$ cat src/verilog/sorm_defs.svh
// Constants for the synthesizer output and reference monitor control block.
// Assumes a 200 MHz system clock and an APB bus with 32-bit data.
// ----------------------------------------------------------------------
// ----------------------------------------------------------------------
`ifndef SORM_DEFS_SVH
`define SORM_DEFS_SVH

// ----------------------------------------------------------------------
// Timing
// ----------------------------------------------------------------------
`define SORM_CLK_PERIOD_NS 5
`define SORM_SYNC_MIN_US 50
`define SORM_SYNC_MAX_US 300
`define SORM_SYNC_CYCLES ((`SORM_SYNC_MIN_US * 1000 + `SORM_CLK_PERIOD_NS - 1) / `SORM_CLK_PERIOD_NS)

// ----------------------------------------------------------------------
// Register offsets
// ----------------------------------------------------------------------
`define SORM_OFF_CTRL 12'h000
`define SORM_OFF_STATUS 12'h004
`define SORM_OFF_FB_WHOLE 12'h008
`define SORM_OFF_FB_FRAC 12'h00C
`define SORM_OFF_FREQ_WORD 12'h010
`define SORM_OFF_OUT_EN 12'h014
`define SORM_OFF_OUT_MODE 12'h018
`define SORM_OFF_OUT_RATIO 12'h01C
`define SORM_OFF_MON_BASE 12'h020
`define SORM_OFF_MON_STRIDE 12'h010
`define SORM_OFF_MON_NOM 12'h000
`define SORM_OFF_MON_MARGIN 12'h004
`define SORM_OFF_MON_TIMES 12'h008

// ----------------------------------------------------------------------
// Field positions and widths
// ----------------------------------------------------------------------
`define SORM_CTRL_DCO 0
`define SORM_CTRL_OE_SEL 1
`define SORM_CTRL_STARTUP 2
`define SORM_CTRL_SYNC 3
`define SORM_ST_CAL_DONE 0
`define SORM_ST_CAL_FAIL 1
`define SORM_ST_LOCK 2
`define SORM_ST_LOL_EVT 3
`define SORM_ST_LOS_STS 4
`define SORM_ST_LOS_EVT 6
`define SORM_ST_STATE 8
`define SORM_WHOLE_W 9
`define SORM_FRAC_W 27
`define SORM_NUM_OUT 4
`define SORM_NUM_MON 2

// ----------------------------------------------------------------------
// Reset values
// ----------------------------------------------------------------------
`define SORM_RST_CTRL 4'h4
`define SORM_RST_RATIO 32'h0404_0404

`endif

$ cat src/verilog/sorm_pkg.sv
// Types shared by the synthesizer output and reference monitor control block.
// Assumes the constants header is compiled alongside.
package sorm_pkg;

  // Start-up and divider synchronisation sequence, Gray coded except the SORM_SYNC to SORM_RUN step.
  typedef enum logic [2:0] {
    SORM_PWR = 3'b000,
    SORM_DIS = 3'b001,
    SORM_SYNC = 3'b011,
    SORM_LOCKW = 3'b010,
    SORM_RUN = 3'b110,
    SORM_RESYNC = 3'b111
  } sorm_state_e;

  // Pin level chosen for a disabled output.
  typedef enum logic [1:0] {
    SORM_DIS_LOW = 2'b00,
    SORM_DIS_HIGH = 2'b01,
    SORM_DIS_HIZ = 2'b10
  } sorm_dis_e;

endpackage

$ cat src/verilog/sorm_ctrl.sv
// Control logic of the synthesizer: feedback word, output gating, monitors.
// Assumes APB from a host on ref_clk_i; status and pin inputs are asynchronous.
//
// The implementer's own choices: the register addresses and the APB register port.
`timescale 1ns/100ps
`include "sorm_defs.svh"

module sorm_ctrl
  import sorm_pkg::*;
#(
  parameter int SYNC_CYCLES = `SORM_SYNC_CYCLES
) (
  // Clock, reset and enable
  input wire logic ref_clk_i,
  input wire logic reset_n_i,
  input wire logic clk_en_i,
  // APB slave
  input wire logic psel_i,
  input wire logic penable_i,
  input wire logic pwrite_i,
  input wire logic [11:0] paddr_i,
  input wire logic [31:0] pwdata_i,
  output logic [31:0] prdata_o,
  output logic pready_o,
  output logic pslverr_o,
  // Analog and pin status, asynchronous
  input wire logic supplies_stable_i,
  input wire logic bias_cal_done_i,
  input wire logic bias_cal_fail_i,
  input wire logic config_loaded_i,
  input wire logic pll_lock_i,
  input wire logic output_enable_pin_i,
  input wire logic [1:0] ref_in_i,
  // Feedback divider settings
  output logic [8:0] feedback_ratio_whole_o,
  output logic [26:0] feedback_ratio_fraction_o,
  output logic [31:0] feedback_adjust_o,
  // Clock output pins
  output logic [3:0] out_true_o,
  output logic [3:0] out_true_oe_o,
  output logic [3:0] out_comp_o,
  output logic [3:0] out_comp_oe_o,
  // Monitor status
  output logic [1:0] los_status_o
);

  // ----------------------------------------------------------------------
  // Input synchronisers
  // ----------------------------------------------------------------------
  logic [7:0] meta_reg;
  logic [7:0] sync_reg;
  logic [7:0] last_reg;
  logic [7:0] async_in;
  assign async_in = {ref_in_i, output_enable_pin_i, pll_lock_i, config_loaded_i,
                     bias_cal_fail_i, bias_cal_done_i, supplies_stable_i};

  always_ff @(posedge ref_clk_i or negedge reset_n_i) begin
    if (!reset_n_i) begin
      meta_reg <= 8'h00;
      sync_reg <= 8'h00;
      last_reg <= 8'h00;
    end else if (clk_en_i) begin
      meta_reg <= async_in;
      sync_reg <= meta_reg;
      last_reg <= sync_reg;
    end
  end

  logic supplies_s;
  logic cal_done_s;
  logic cal_fail_s;
  logic cfg_s;
  logic lock_s;
  logic oe_pin_s;
  assign supplies_s = sync_reg[0];
  assign cal_done_s = sync_reg[1];
  assign cal_fail_s = sync_reg[2];
  assign cfg_s = sync_reg[3];
  assign lock_s = sync_reg[4];
  assign oe_pin_s = sync_reg[5];

  // ----------------------------------------------------------------------
  // Register file
  // ----------------------------------------------------------------------
  logic [3:0] ctrl_reg, ctrl_next;
  logic [8:0] whole_reg, whole_next;
  logic [26:0] frac_reg, frac_next;
  logic [31:0] word_reg, word_next;
  logic [7:0] out_en_reg, out_en_next;
  logic [15:0] out_mode_reg, out_mode_next;
  logic [31:0] ratio_reg, ratio_next;
  logic [15:0] nom_reg [2];
  logic [15:0] nom_next [2];
  logic [31:0] margin_reg [2];
  logic [31:0] margin_next [2];
  logic [15:0] times_reg [2];
  logic [15:0] times_next [2];
  logic cal_done_reg, cal_done_next;
  logic cal_fail_reg, cal_fail_next;
  logic lol_reg, lol_next;
  logic [31:0] rdata_reg, rdata_next;
  logic sync_cmd;
  logic [1:0] los_sts;
  logic [1:0] los_evt;
  logic [1:0] evt_clr;
  sorm_state_e state_reg, state_next;

  logic wr_en;
  logic addr_ok;
  assign wr_en = psel_i & penable_i & pwrite_i & clk_en_i;
  // The bus stalls while the block is frozen, so no write is lost.
  assign pready_o = clk_en_i;
  assign pslverr_o = psel_i & penable_i & ~addr_ok;
  assign prdata_o = rdata_reg;

  always_comb begin
    addr_ok = 1'b0;
    case (paddr_i)
      `SORM_OFF_CTRL, `SORM_OFF_STATUS, `SORM_OFF_FB_WHOLE, `SORM_OFF_FB_FRAC,
      `SORM_OFF_FREQ_WORD, `SORM_OFF_OUT_EN, `SORM_OFF_OUT_MODE,
      `SORM_OFF_OUT_RATIO: addr_ok = 1'b1;
      default: addr_ok = 1'b0;
    endcase
    for (int m = 0; m < `SORM_NUM_MON; m++) begin
      if (paddr_i == 12'(`SORM_OFF_MON_BASE + m * `SORM_OFF_MON_STRIDE + `SORM_OFF_MON_NOM) ||
          paddr_i == 12'(`SORM_OFF_MON_BASE + m * `SORM_OFF_MON_STRIDE + `SORM_OFF_MON_MARGIN) ||
          paddr_i == 12'(`SORM_OFF_MON_BASE + m * `SORM_OFF_MON_STRIDE + `SORM_OFF_MON_TIMES)) begin
        addr_ok = 1'b1;
      end
    end
  end

  always_comb begin
    ctrl_next = ctrl_reg;
    ctrl_next[`SORM_CTRL_SYNC] = 1'b0;
    whole_next = whole_reg;
    frac_next = frac_reg;
    word_next = word_reg;
    out_en_next = out_en_reg;
    out_mode_next = out_mode_reg;
    ratio_next = ratio_reg;
    nom_next = nom_reg;
    margin_next = margin_reg;
    times_next = times_reg;
    evt_clr = 2'b00;
    cal_done_next = cal_done_reg | cal_done_s;
    cal_fail_next = cal_fail_reg | cal_fail_s;
    lol_next = lol_reg;
    if (wr_en && paddr_i == `SORM_OFF_STATUS && pwdata_i[`SORM_ST_LOL_EVT]) begin
      lol_next = 1'b0;
    end
    // lock falling edge, set beats clear
    if (last_reg[4] && !lock_s) begin
      lol_next = 1'b1;
    end
    if (wr_en) begin
      case (paddr_i)
        `SORM_OFF_CTRL: ctrl_next = pwdata_i[3:0];
        `SORM_OFF_STATUS: evt_clr = pwdata_i[`SORM_ST_LOS_EVT +: 2];
        `SORM_OFF_FB_WHOLE: whole_next = pwdata_i[8:0];
        `SORM_OFF_FB_FRAC: frac_next = pwdata_i[26:0];
        `SORM_OFF_FREQ_WORD: word_next = pwdata_i;
        `SORM_OFF_OUT_EN: out_en_next = pwdata_i[7:0];
        `SORM_OFF_OUT_MODE: out_mode_next = pwdata_i[15:0];
        `SORM_OFF_OUT_RATIO: ratio_next = pwdata_i;
        default: ;
      endcase
      for (int m = 0; m < `SORM_NUM_MON; m++) begin
        if (paddr_i == 12'(`SORM_OFF_MON_BASE + m * `SORM_OFF_MON_STRIDE + `SORM_OFF_MON_NOM)) begin
          nom_next[m] = pwdata_i[15:0];
        end
        if (paddr_i == 12'(`SORM_OFF_MON_BASE + m * `SORM_OFF_MON_STRIDE + `SORM_OFF_MON_MARGIN)) begin
          margin_next[m] = pwdata_i;
        end
        if (paddr_i == 12'(`SORM_OFF_MON_BASE + m * `SORM_OFF_MON_STRIDE + `SORM_OFF_MON_TIMES)) begin
          times_next[m] = pwdata_i[15:0];
        end
      end
    end
    rdata_next = rdata_reg;
    if (psel_i && !penable_i) begin
      rdata_next = 32'h0000_0000;
      case (paddr_i)
        `SORM_OFF_CTRL: rdata_next[2:0] = ctrl_reg[2:0];
        `SORM_OFF_STATUS: rdata_next[10:0] = {state_reg, los_evt, los_sts, lol_reg,
                                               lock_s, cal_fail_reg, cal_done_reg};
        `SORM_OFF_FB_WHOLE: rdata_next[8:0] = whole_reg;
        `SORM_OFF_FB_FRAC: rdata_next[26:0] = frac_reg;
        `SORM_OFF_FREQ_WORD: rdata_next = word_reg;
        `SORM_OFF_OUT_EN: rdata_next[7:0] = out_en_reg;
        `SORM_OFF_OUT_MODE: rdata_next[15:0] = out_mode_reg;
        `SORM_OFF_OUT_RATIO: rdata_next = ratio_reg;
        default: ;
      endcase
      for (int m = 0; m < `SORM_NUM_MON; m++) begin
        if (paddr_i == 12'(`SORM_OFF_MON_BASE + m * `SORM_OFF_MON_STRIDE + `SORM_OFF_MON_NOM)) begin
          rdata_next[15:0] = nom_reg[m];
        end
        if (paddr_i == 12'(`SORM_OFF_MON_BASE + m * `SORM_OFF_MON_STRIDE + `SORM_OFF_MON_MARGIN)) begin
          rdata_next = margin_reg[m];
        end
        if (paddr_i == 12'(`SORM_OFF_MON_BASE + m * `SORM_OFF_MON_STRIDE + `SORM_OFF_MON_TIMES)) begin
          rdata_next[15:0] = times_reg[m];
        end
      end
    end
  end

  assign sync_cmd = ctrl_reg[`SORM_CTRL_SYNC];

  always_ff @(posedge ref_clk_i or negedge reset_n_i) begin
    if (!reset_n_i) begin
      ctrl_reg <= `SORM_RST_CTRL;
      whole_reg <= 9'h000;
      frac_reg <= 27'h000_0000;
      word_reg <= 32'h0000_0000;
      out_en_reg <= 8'h00;
      out_mode_reg <= 16'h0000;
      ratio_reg <= `SORM_RST_RATIO;
      nom_reg <= '{default: 16'h0000};
      margin_reg <= '{default: 32'h0000_0000};
      times_reg <= '{default: 16'h0000};
      cal_done_reg <= 1'b0;
      cal_fail_reg <= 1'b0;
      lol_reg <= 1'b0;
      rdata_reg <= 32'h0000_0000;
    end else if (clk_en_i) begin
      ctrl_reg <= ctrl_next;
      whole_reg <= whole_next;
      frac_reg <= frac_next;
      word_reg <= word_next;
      out_en_reg <= out_en_next;
      out_mode_reg <= out_mode_next;
      ratio_reg <= ratio_next;
      nom_reg <= nom_next;
      margin_reg <= margin_next;
      times_reg <= times_next;
      cal_done_reg <= cal_done_next;
      cal_fail_reg <= cal_fail_next;
      lol_reg <= lol_next;
      rdata_reg <= rdata_next;
    end
  end

  // ----------------------------------------------------------------------
  // Feedback word
  // ----------------------------------------------------------------------
  logic signed [68:0] scaled;
  logic [31:0] adjust_reg, adjust_next;
  // ratio is whole plus fraction over 2^27
  assign scaled = $signed(word_reg) * $signed({1'b0, whole_reg, frac_reg});

  always_comb begin
    adjust_next = ctrl_reg[`SORM_CTRL_DCO] ? scaled[58:27] : word_reg;
  end

  always_ff @(posedge ref_clk_i or negedge reset_n_i) begin
    if (!reset_n_i) begin
      adjust_reg <= 32'h0000_0000;
    end else if (clk_en_i) begin
      adjust_reg <= adjust_next;
    end
  end

  assign feedback_ratio_whole_o = whole_reg;
  assign feedback_ratio_fraction_o = frac_reg;
  assign feedback_adjust_o = adjust_reg;

  // ----------------------------------------------------------------------
  // Start-up sequence and divider synchronisation
  // ----------------------------------------------------------------------
  logic [15:0] hold_cnt_reg, hold_cnt_next;

  always_comb begin
    state_next = state_reg;
    hold_cnt_next = hold_cnt_reg;
    case (state_reg)
      SORM_PWR: if (supplies_s) state_next = SORM_DIS;
      SORM_DIS: begin
        if (cfg_s) begin
          state_next = SORM_SYNC;
          hold_cnt_next = 16'(SYNC_CYCLES);
        end
      end
      SORM_SYNC: begin
        // clocks stopped for the hold time
        hold_cnt_next = hold_cnt_reg - 16'h0001;
        if (hold_cnt_reg <= 16'h0001) begin
          state_next = ctrl_reg[`SORM_CTRL_STARTUP] ? SORM_LOCKW : SORM_RUN;
        end
      end
      SORM_LOCKW: if (lock_s) state_next = SORM_RUN;
      SORM_RUN: begin
        if (sync_cmd) begin
          state_next = SORM_RESYNC;
          hold_cnt_next = 16'(SYNC_CYCLES);
        end
      end
      SORM_RESYNC: begin
        hold_cnt_next = hold_cnt_reg - 16'h0001;
        if (hold_cnt_reg <= 16'h0001) state_next = SORM_RUN;
      end
      default: state_next = SORM_PWR;
    endcase
  end

  always_ff @(posedge ref_clk_i or negedge reset_n_i) begin
    if (!reset_n_i) begin
      state_reg <= SORM_PWR;
      hold_cnt_reg <= 16'h0000;
    end else if (clk_en_i) begin
      state_reg <= state_next;
      hold_cnt_reg <= hold_cnt_next;
    end
  end

  logic powered;
  logic hold_div;
  logic run_ok;
  assign powered = (state_reg != SORM_PWR);
  assign hold_div = (state_reg != SORM_RUN) && (state_reg != SORM_LOCKW);
  // Lock no longer matters once running.
  assign run_ok = (state_reg == SORM_RUN) || (state_reg == SORM_RESYNC);

  // ----------------------------------------------------------------------
  // Output dividers and drivers
  // ----------------------------------------------------------------------
  for (genvar i = 0; i < `SORM_NUM_OUT; i++) begin : g_out
    logic [7:0] cnt_reg, cnt_next;
    logic en_reg, en_next;
    logic p_reg, p_next, n_reg, n_next, oe_reg, oe_next;
    logic [7:0] div;
    logic want;
    logic clk;
    logic pd;
    assign pd = out_en_reg[4 + i];
    assign div = (ratio_reg[i*8 +: 8] < 8'h02) ? 8'h02 : ratio_reg[i*8 +: 8];
    assign clk = ~hold_div & (cnt_reg < {1'b0, div[7:1]});
    assign want = run_ok & ~out_en_reg[i] & (ctrl_reg[`SORM_CTRL_OE_SEL] | oe_pin_s);

    always_comb begin
      cnt_next = (hold_div || cnt_reg >= div - 8'h01) ? 8'h00 : cnt_reg + 8'h01;
      en_next = en_reg;
      if (pd || !powered) begin
        en_next = 1'b0;
      // change only at end of low phase
      end else if (hold_div || cnt_reg >= div - 8'h01) begin
        en_next = want;
      end
      p_next = 1'b0;
      n_next = 1'b0;
      oe_next = 1'b0;
      if (!pd && powered) begin
        oe_next = 1'b1;
        if (en_reg) begin
          case (out_mode_reg[i*4+2 +: 2])
            2'b00: begin p_next = clk; n_next = ~clk; end
            2'b01: p_next = clk;
            2'b10: n_next = clk;
            default: begin p_next = clk; n_next = clk; end
          endcase
        end else begin
          case (sorm_dis_e'(out_mode_reg[i*4 +: 2]))
            SORM_DIS_LOW: oe_next = 1'b1;
            SORM_DIS_HIGH: begin p_next = 1'b1; n_next = 1'b1; end
            default: oe_next = 1'b0;
          endcase
        end
      end
    end

    always_ff @(posedge ref_clk_i or negedge reset_n_i) begin
      if (!reset_n_i) begin
        cnt_reg <= 8'h00;
        en_reg <= 1'b0;
        p_reg <= 1'b0;
        n_reg <= 1'b0;
        oe_reg <= 1'b0;
      end else if (clk_en_i) begin
        cnt_reg <= cnt_next;
        en_reg <= en_next;
        p_reg <= p_next;
        n_reg <= n_next;
        oe_reg <= oe_next;
      end
    end

    assign out_true_o[i] = p_reg;
    assign out_comp_o[i] = n_reg;
    assign out_true_oe_o[i] = oe_reg;
    assign out_comp_oe_o[i] = oe_reg;
  end

  // ----------------------------------------------------------------------
  // Loss-of-signal monitors
  // ----------------------------------------------------------------------
  for (genvar m = 0; m < `SORM_NUM_MON; m++) begin : g_mon
    logic [15:0] mc_reg, mc_next;
    logic [7:0] good_reg, good_next, fail_reg, fail_next;
    logic sts_reg, sts_next, evt_reg, evt_next;
    logic edge_seen, timeout, eval;
    logic [15:0] diff;
    logic [15:0] acc, rej;
    assign acc = margin_reg[m][15:0];
    assign rej = margin_reg[m][31:16];
    assign edge_seen = sync_reg[6 + m] & ~last_reg[6 + m];
    // A missing edge still ends the window, so a dead reference fails.
    assign timeout = {1'b0, mc_reg} > ({1'b0, nom_reg[m]} + {1'b0, rej});
    assign eval = edge_seen | timeout;
    assign diff = (mc_reg >= nom_reg[m]) ? mc_reg - nom_reg[m] : nom_reg[m] - mc_reg;

    always_comb begin
      mc_next = eval ? 16'h0000 : ((mc_reg > 16'hFFFD) ? 16'hFFFF : mc_reg + 16'h0002);
      good_next = good_reg;
      fail_next = fail_reg;
      sts_next = sts_reg;
      if (eval) begin
        if (timeout || diff > rej) begin
          fail_next = (fail_reg == 8'hFF) ? fail_reg : fail_reg + 8'h01;
          good_next = 8'h00;
        end else if (diff <= acc) begin
          good_next = (good_reg == 8'hFF) ? good_reg : good_reg + 8'h01;
          fail_next = 8'h00;
        end
        // A zero threshold never fires, so a counter that is cleared cannot flip the status.
        // good threshold clears loss
        if (good_next == times_reg[m][7:0] && good_next != good_reg && |good_next) begin
          sts_next = 1'b0;
        end
        if (fail_next == times_reg[m][15:8] && fail_next != fail_reg && |fail_next) begin
          sts_next = 1'b1;
        end
      end
      evt_next = (evt_clr[m] && !sts_reg) ? 1'b0 : evt_reg;
      if (sts_next && !sts_reg) evt_next = 1'b1;
    end

    // counters and events clear, status invalid
    always_ff @(posedge ref_clk_i or negedge reset_n_i) begin
      if (!reset_n_i) begin
        mc_reg <= 16'h0000;
        good_reg <= 8'h00;
        fail_reg <= 8'h00;
        sts_reg <= 1'b1;
        evt_reg <= 1'b0;
      end else if (clk_en_i) begin
        mc_reg <= mc_next;
        good_reg <= good_next;
        fail_reg <= fail_next;
        sts_reg <= sts_next;
        evt_reg <= evt_next;
      end
    end

    assign los_sts[m] = sts_reg;
    assign los_evt[m] = evt_reg;
  end

  assign los_status_o = los_sts;

endmodule

$ cat config.mk
export PLATFORM = sky130hd
export DESIGN_NAME = sorm_ctrl
export DESIGN_NICKNAME = d
export VERILOG_FILES = /design/src/verilog/sorm_pkg.sv /design/src/verilog/sorm_ctrl.sv
export VERILOG_INCLUDE_DIRS = /design/src /design/src/verilog
export SDC_FILE = /design/constraint.sdc
export NUM_CORES = 2
export LEC_CHECK = 0
export BUFFER_PORTS_ARGS = -buffer_cell sky130_fd_sc_hd__clkbuf_2
export CORE_MARGIN = 5
export CORE_UTILIZATION = 64
export DETAILED_ROUTE_END_ITERATION = 12
export HOLD_SLACK_MARGIN = 0.06
export MAX_ROUTING_LAYER = met4
export PLACE_DENSITY = 0.81
export SLEW_MARGIN = 20
export SYNTH_ARGS = -nofsm -noshare
export SYNTH_HDL_FRONTEND = slang
export SYNTH_SLANG_ARGS = --single-unit
$ cat constraint.sdc
create_clock -name ref_clk_i -period 9.1 [get_ports ref_clk_i]
set_input_delay 0.455 -clock ref_clk_i [delete_from_list [all_inputs] [get_ports ref_clk_i]]
set_output_delay 0.455 -clock ref_clk_i [all_outputs]
set_load 0.01 [all_outputs]
; ---- After elaboration in Yosys (flattened, before gate mapping)
; Memory sizes are Yosys's and may differ from the RTL's.
; Cells that the tools add are included.
[totals]
ff_bits = 482
mem_bits_ro = 32
inputBits = 58
wordCells = 406
memories = 1
[classes]
add_sub_neg = 21
mul = 1
order_cmp = 23
n_eq_ne = 50
muxes = 122
n_bitwise = 35
reduce_logical = 99
[memory_table]
columns = memory, words, word_bits, rd, rd_clocked_by_memory_dff, write_ports, line
row1 = (no name shown), 32, 1, 1, 0, 0, sorm_ctrl.sv:118  ; case (paddr_i)
[ops]
columns = op, n
row1 = $mux 16, 12
row2 = $mux 8, 24
row3 = $mux 32, 3
row4 = $eq 12x6->1 const B, 6
row5 = $add 8x1->8 const B, 8
row6 = $sub 16x16->16, 4
row7 = $mul 32x37->59, 1
row8 = $mux 1, 59
row9 = $eq 12x5->1 const B, 4
row10 = $pmux 16 s3, 1
row11 = $reduce_and 3->1, 13
row12 = $pmux 5 s7, 1
row13 = $add 16x16->17, 2
row14 = $gt 16x17->1, 2
row15 = $pmux 11 s3, 1
row16 = $add 16x2->16 const B, 2
row17 = $eq 8x8->1, 4
row18 = $eq 8x8->1 const B, 4
row19 = $ge 16x16->1, 2
row20 = $ge 8x8->1, 4
row21 = $gt 16x16->1, 2
row22 = $gt 16x16->1 const B, 2
row23 = $le 16x16->1, 2
row24 = $lt 8x2->1 const B, 4
row25 = other kinds (42), 184

; ---- Depth between registers and ports, before layout
[depth]
depth_word = 15
mapped_depth = 30

; ---- Least setup slack after synthesis
; Ideal clock, no wire load.
[synth_timing]
kind = reg2reg
start = register word_reg[5]
end = register adjust_reg[20], in the netlist feedback_adjust_o[20]
setup_ns = 0.077
arrival_ns = 7.305
slack_ns = 1.718
stages_incl_launch_ff = 27
path_buffers = 2
period_less_slack_ns = 7.382
cell_sequence = dfrtp_1 -> clkbuf_1 -> clkbuf_1 -> nand2_1 -> fa_1 -> inv_1 -> fa_1 -> fa_1 -> inv_1 -> fa_1 -> inv_1 -> fa_1 -> fa_1 -> fa_1 -> fa_1 -> ha_1 -> a21o_1 -> a21o_1 -> a21o_1 -> a211oi_1 -> o31ai_1 -> nor4b_2 -> o31ai_1 -> a311oi_1 -> xnor2_1 -> mux2i_1 -> a21oi_1
[synth_between]
elab_chain_len = 2
[synth_rtl]
columns = item, line
row1 = "start, declared", sorm_ctrl.sv:88  ; logic [31:0] word_reg, word_next;
row2 = "start signal, assigned", sorm_ctrl.sv:231  ; word_reg <= word_next;
row3 = $mul 32x37->59, sorm_ctrl.sv:251  ; assign scaled = $signed(word_reg) * $signed({1'b0, whole_reg, frac_reg});
row4 = $mux 32, sorm_ctrl.sv:254  ; adjust_next = ctrl_reg[`SORM_CTRL_DCO] ? scaled[58:27] : word_reg;
row5 = "end signal, assigned", sorm_ctrl.sv:261  ; adjust_reg <= adjust_next;
row6 = "end, declared", sorm_ctrl.sv:249  ; logic [31:0] adjust_reg, adjust_next;
; Every way passes these cells.
; A chain may end at the register's enable or synchronous reset.

; ---- Worst setup path in the final report
[layout_timing]
start = register word_reg[10]
end = register adjust_reg[28], in the netlist feedback_adjust_o[28]
; Same word-level chain as after synthesis.

==> results.md <==
* Worst-path clk slew at 80 ps
* VDD IR-drop max at 0.1649 mV
* Met1 Use GR at 51.73%
* Pin count of the biggest net entering global routing at 190
* Fin. max-slew vios at 0
* Number of flops mapped to enable cells by yosys at 0
* Number of synthesized register bits at 477
* Num CTS Buffers at 56
* Pleak at 34.20 nW
* Utilization after layout at 68.28%
* Fin crit period at 8867 ps
* Pre-CTS WS at 423.7 ps
* Post-Route WL at 210700 um
* Layout Skew at 45.17 ps
* Final period utilization at 97.44%
* Multi-input logic area at 47120 um^2
* Synth Instances at 7127
* Simple-gate area share of the yosys netlist at 15.13%
* GRT Max-Usage Layer: met2
* Full die area at 108100 um^2
* First-pass DRT Iterations at 9
* GP Congestion at 1.051
* FP Rows at 117
* Reg area at 11950 um^2
* Switching pwr at 2.336 mW
* Outcome: complete, no violations
* Layout Nets at 8637
* Ys flop type: dfrtp_1
* Final Hold Fails at 0
* Worst-skew pair later-pin latency at 680 ps
* Syn_area_per_cell at 9.130 um^2
* Largest family of logic cells by synthesized area: adder cells
* Least-Margin Pin Slew at 1252 ps
* CP Class: flip-flop to flip-flop
* Post-synthesis mux area share at 3.284%
* Area Overhead vs Synth at 6.447%
* Initial Util at 64.14%
* Most frequent cells in the layout: inv_1 (1166), fa_1 (989), nand2_1 (946)
* Synth Area in Compound Gates at 11.33%
* Synth warn at 0
* F_max at 112.8 MHz
* Area share of fa/ha/maj cells after synthesis at 40.02%
* Clk pwr share at 37.4%
* Initial antenna violation count at 10
* Vert. Die Dim at 328.9 um
* Sw Share at 35.56%
* Clock Tree Root: clkbuf_16
* H-tree Lvls at 2
* Int Power at 4.232 mW
* Crit. End Element: flip-flop
* Grt total ovfl at 0
* Buffers on Ports at 177
* Vias in the first global route at 55190
* Drt drc at 0
* Post-route ant nets at 0
* Die width at 328.9 um
* Comb power frac at 24.8%
* Xor/xnor share of the synthesized area at 2.525%
* Most common cell after layout, fill and taps aside: inv_1
* Via density at 6.285
* Vias at 53530
* Setup ws final at 233.4 ps
* RSZ-0062 raised after global routing: false
* Largest buffer count on any clock path at 3
* Met3 usage at 9.485%
* HP Class: input port to flip-flop
* Fillers at 7950
* Worst slew margin at 16.21%
* WP data required at 9690 ps
* Setup violators final at 0
* Dpl hpwl at 164500 um
* Mapped cell area at 65070 um^2
* Gr usage total at 40.53%
* Final setup TNS at 0 ps
* MaxCap Viol Count at 0
* WP data arrival at 9460 ps
* CORE AREA at 101400 um^2
* Syn nets at 8673
* Async set or reset register ratio after synthesis at 100.0%
* WL/cell at 24.74 um
* CTS tree: built
* Register area share after synthesis at 18.36%
* Met2 Usage GRT at 60.92%
* Crit Path Max Fanout at 20
* # IOs at 178
* Pwr Total at 6.568 mW
* Drt first-iter violations at 6007
* Startpoint types: flip-flop
* P per Cell Area at 94.83 nW/um^2
* Reg power frac at 37.9%
* CTS sink count at 477
* Layout cell share with drive strength beyond 1 at 8.811%
* First-pass GRT wire length at 324900 um
* Yosys cell types at 90
[timing repair]
action | in CTS | in global routing
buffers inserted | 0 | 0
endpoints found under the setup margin | 0 | 1
hold endpoints to repair | 123 | 0
hold buffers | 9 | 0
gates resized for setup | 0 | 1
[layer usage]
layer,vias to the layer above,wire length [um]
met5,-,0
li1,22690,-
met3,849,23210
met1,26820,78790
met4,0,14480
met2,3174,94230
[area by class of cell]
cell class | instances | share of cell area (%)
clock inverter | 29 | 0.5419
antenna | 10 | 0.03613
multi-input combinational | 5058 | 68.03
timing repair buffer | 331 | 3.051
tap | 1368 | 2.471
inverter | 1167 | 6.324
sequential | 477 | 17.25
clock buffer | 77 | 2.296
[power groups by stage]
stage | sequential, mW | combinational, mW | clock [mW]
6_report | 2.49 | 1.63 | 2.46
5_1_grt | 2.50 | 1.77 | 2.55
4_1_cts | 2.47 | 1.59 | 2.46
3_5_place_dp | 2.51 | 1.58 | 0
3_3_place_gp | 2.51 | 1.54 | 0
2_1_floorplan | 2.41 | 1.13 | 0
[cell families after synthesis]
family | Yosys count
and+or+nand+nor | 2049
adders and majority gates | 1488
muxes | 195
DFF | 477
xor gates and xnor gates | 186
AOI/OAI and AO/OA | 1140
buffers and inverters | 1592
[stage by stage]
stage	hold slack (ps)	area (um^2)	cells
after floorplan	159.4	65070	7127
after global placement	464.2	67140	8391
after detailed placement	468.5	67150	8391
after CTS	92.18	69200	8506
after global routing	126.7	69260	8514
final	130.6	69270	8517
[synth_stat cells, types with 69 or more instances]
cell / number / area, um^2
inv_1: 1166 / 4377
o21ai_0: 324 / 1622
and2_1: 501 / 3134
nor2_1: 208 / 780.8
clkbuf_1: 369 / 1385
xor2_1: 69 / 604.3
fa_1: 989 / 19800
nand2_1: 946 / 3551
xnor2_1: 116 / 1016
mux2_2: 148 / 1667
a21o_1: 119 / 893.4
nand3_1: 88 / 440.4
a21oi_1: 268 / 1341
ha_1: 499 / 6243
dfrtp_1: 470 / 11760
[critical path, stage by stage, from the launching register on]
cell and delay (ps):
dfrtp_1 860, buf_4 390, and2_1 180, fa_1 440, fa_1 560, inv_1 70
fa_1 500, fa_1 520, inv_1 60, fa_1 550, fa_1 430, fa_1 510
fa_1 410, ha_1 340, a21o_1 190, a21o_1 130, a21o_1 120, a211oi_1 80
o31ai_1 760, a2bb2oi_1 260, and3b_1 300, o31ai_1 630, a21oi_1 190, xor2_1 170
o21ai_0 130
[final timing paths]
check | from | to | slack [ps] | cells past startpoint
worst min-delay path | pwdata_i[27] | g_mon[1].rej[11] | 130 | 3
worst max register to register | word_reg[10] | feedback_adjust_o[28] | 230 | 24
worst min register to register | meta_reg[7] | sync_reg[7] | 480 | 2
worst max-delay path | word_reg[10] | feedback_adjust_o[28] | 230 | 24
min in group asynchronous | reset_n_i | g_mon[1].mc_reg[12] | 440 | 2
max in group asynchronous | reset_n_i | feedback_adjust_o[7] | 6380 | 4
(Power assumes the default switching activity.)
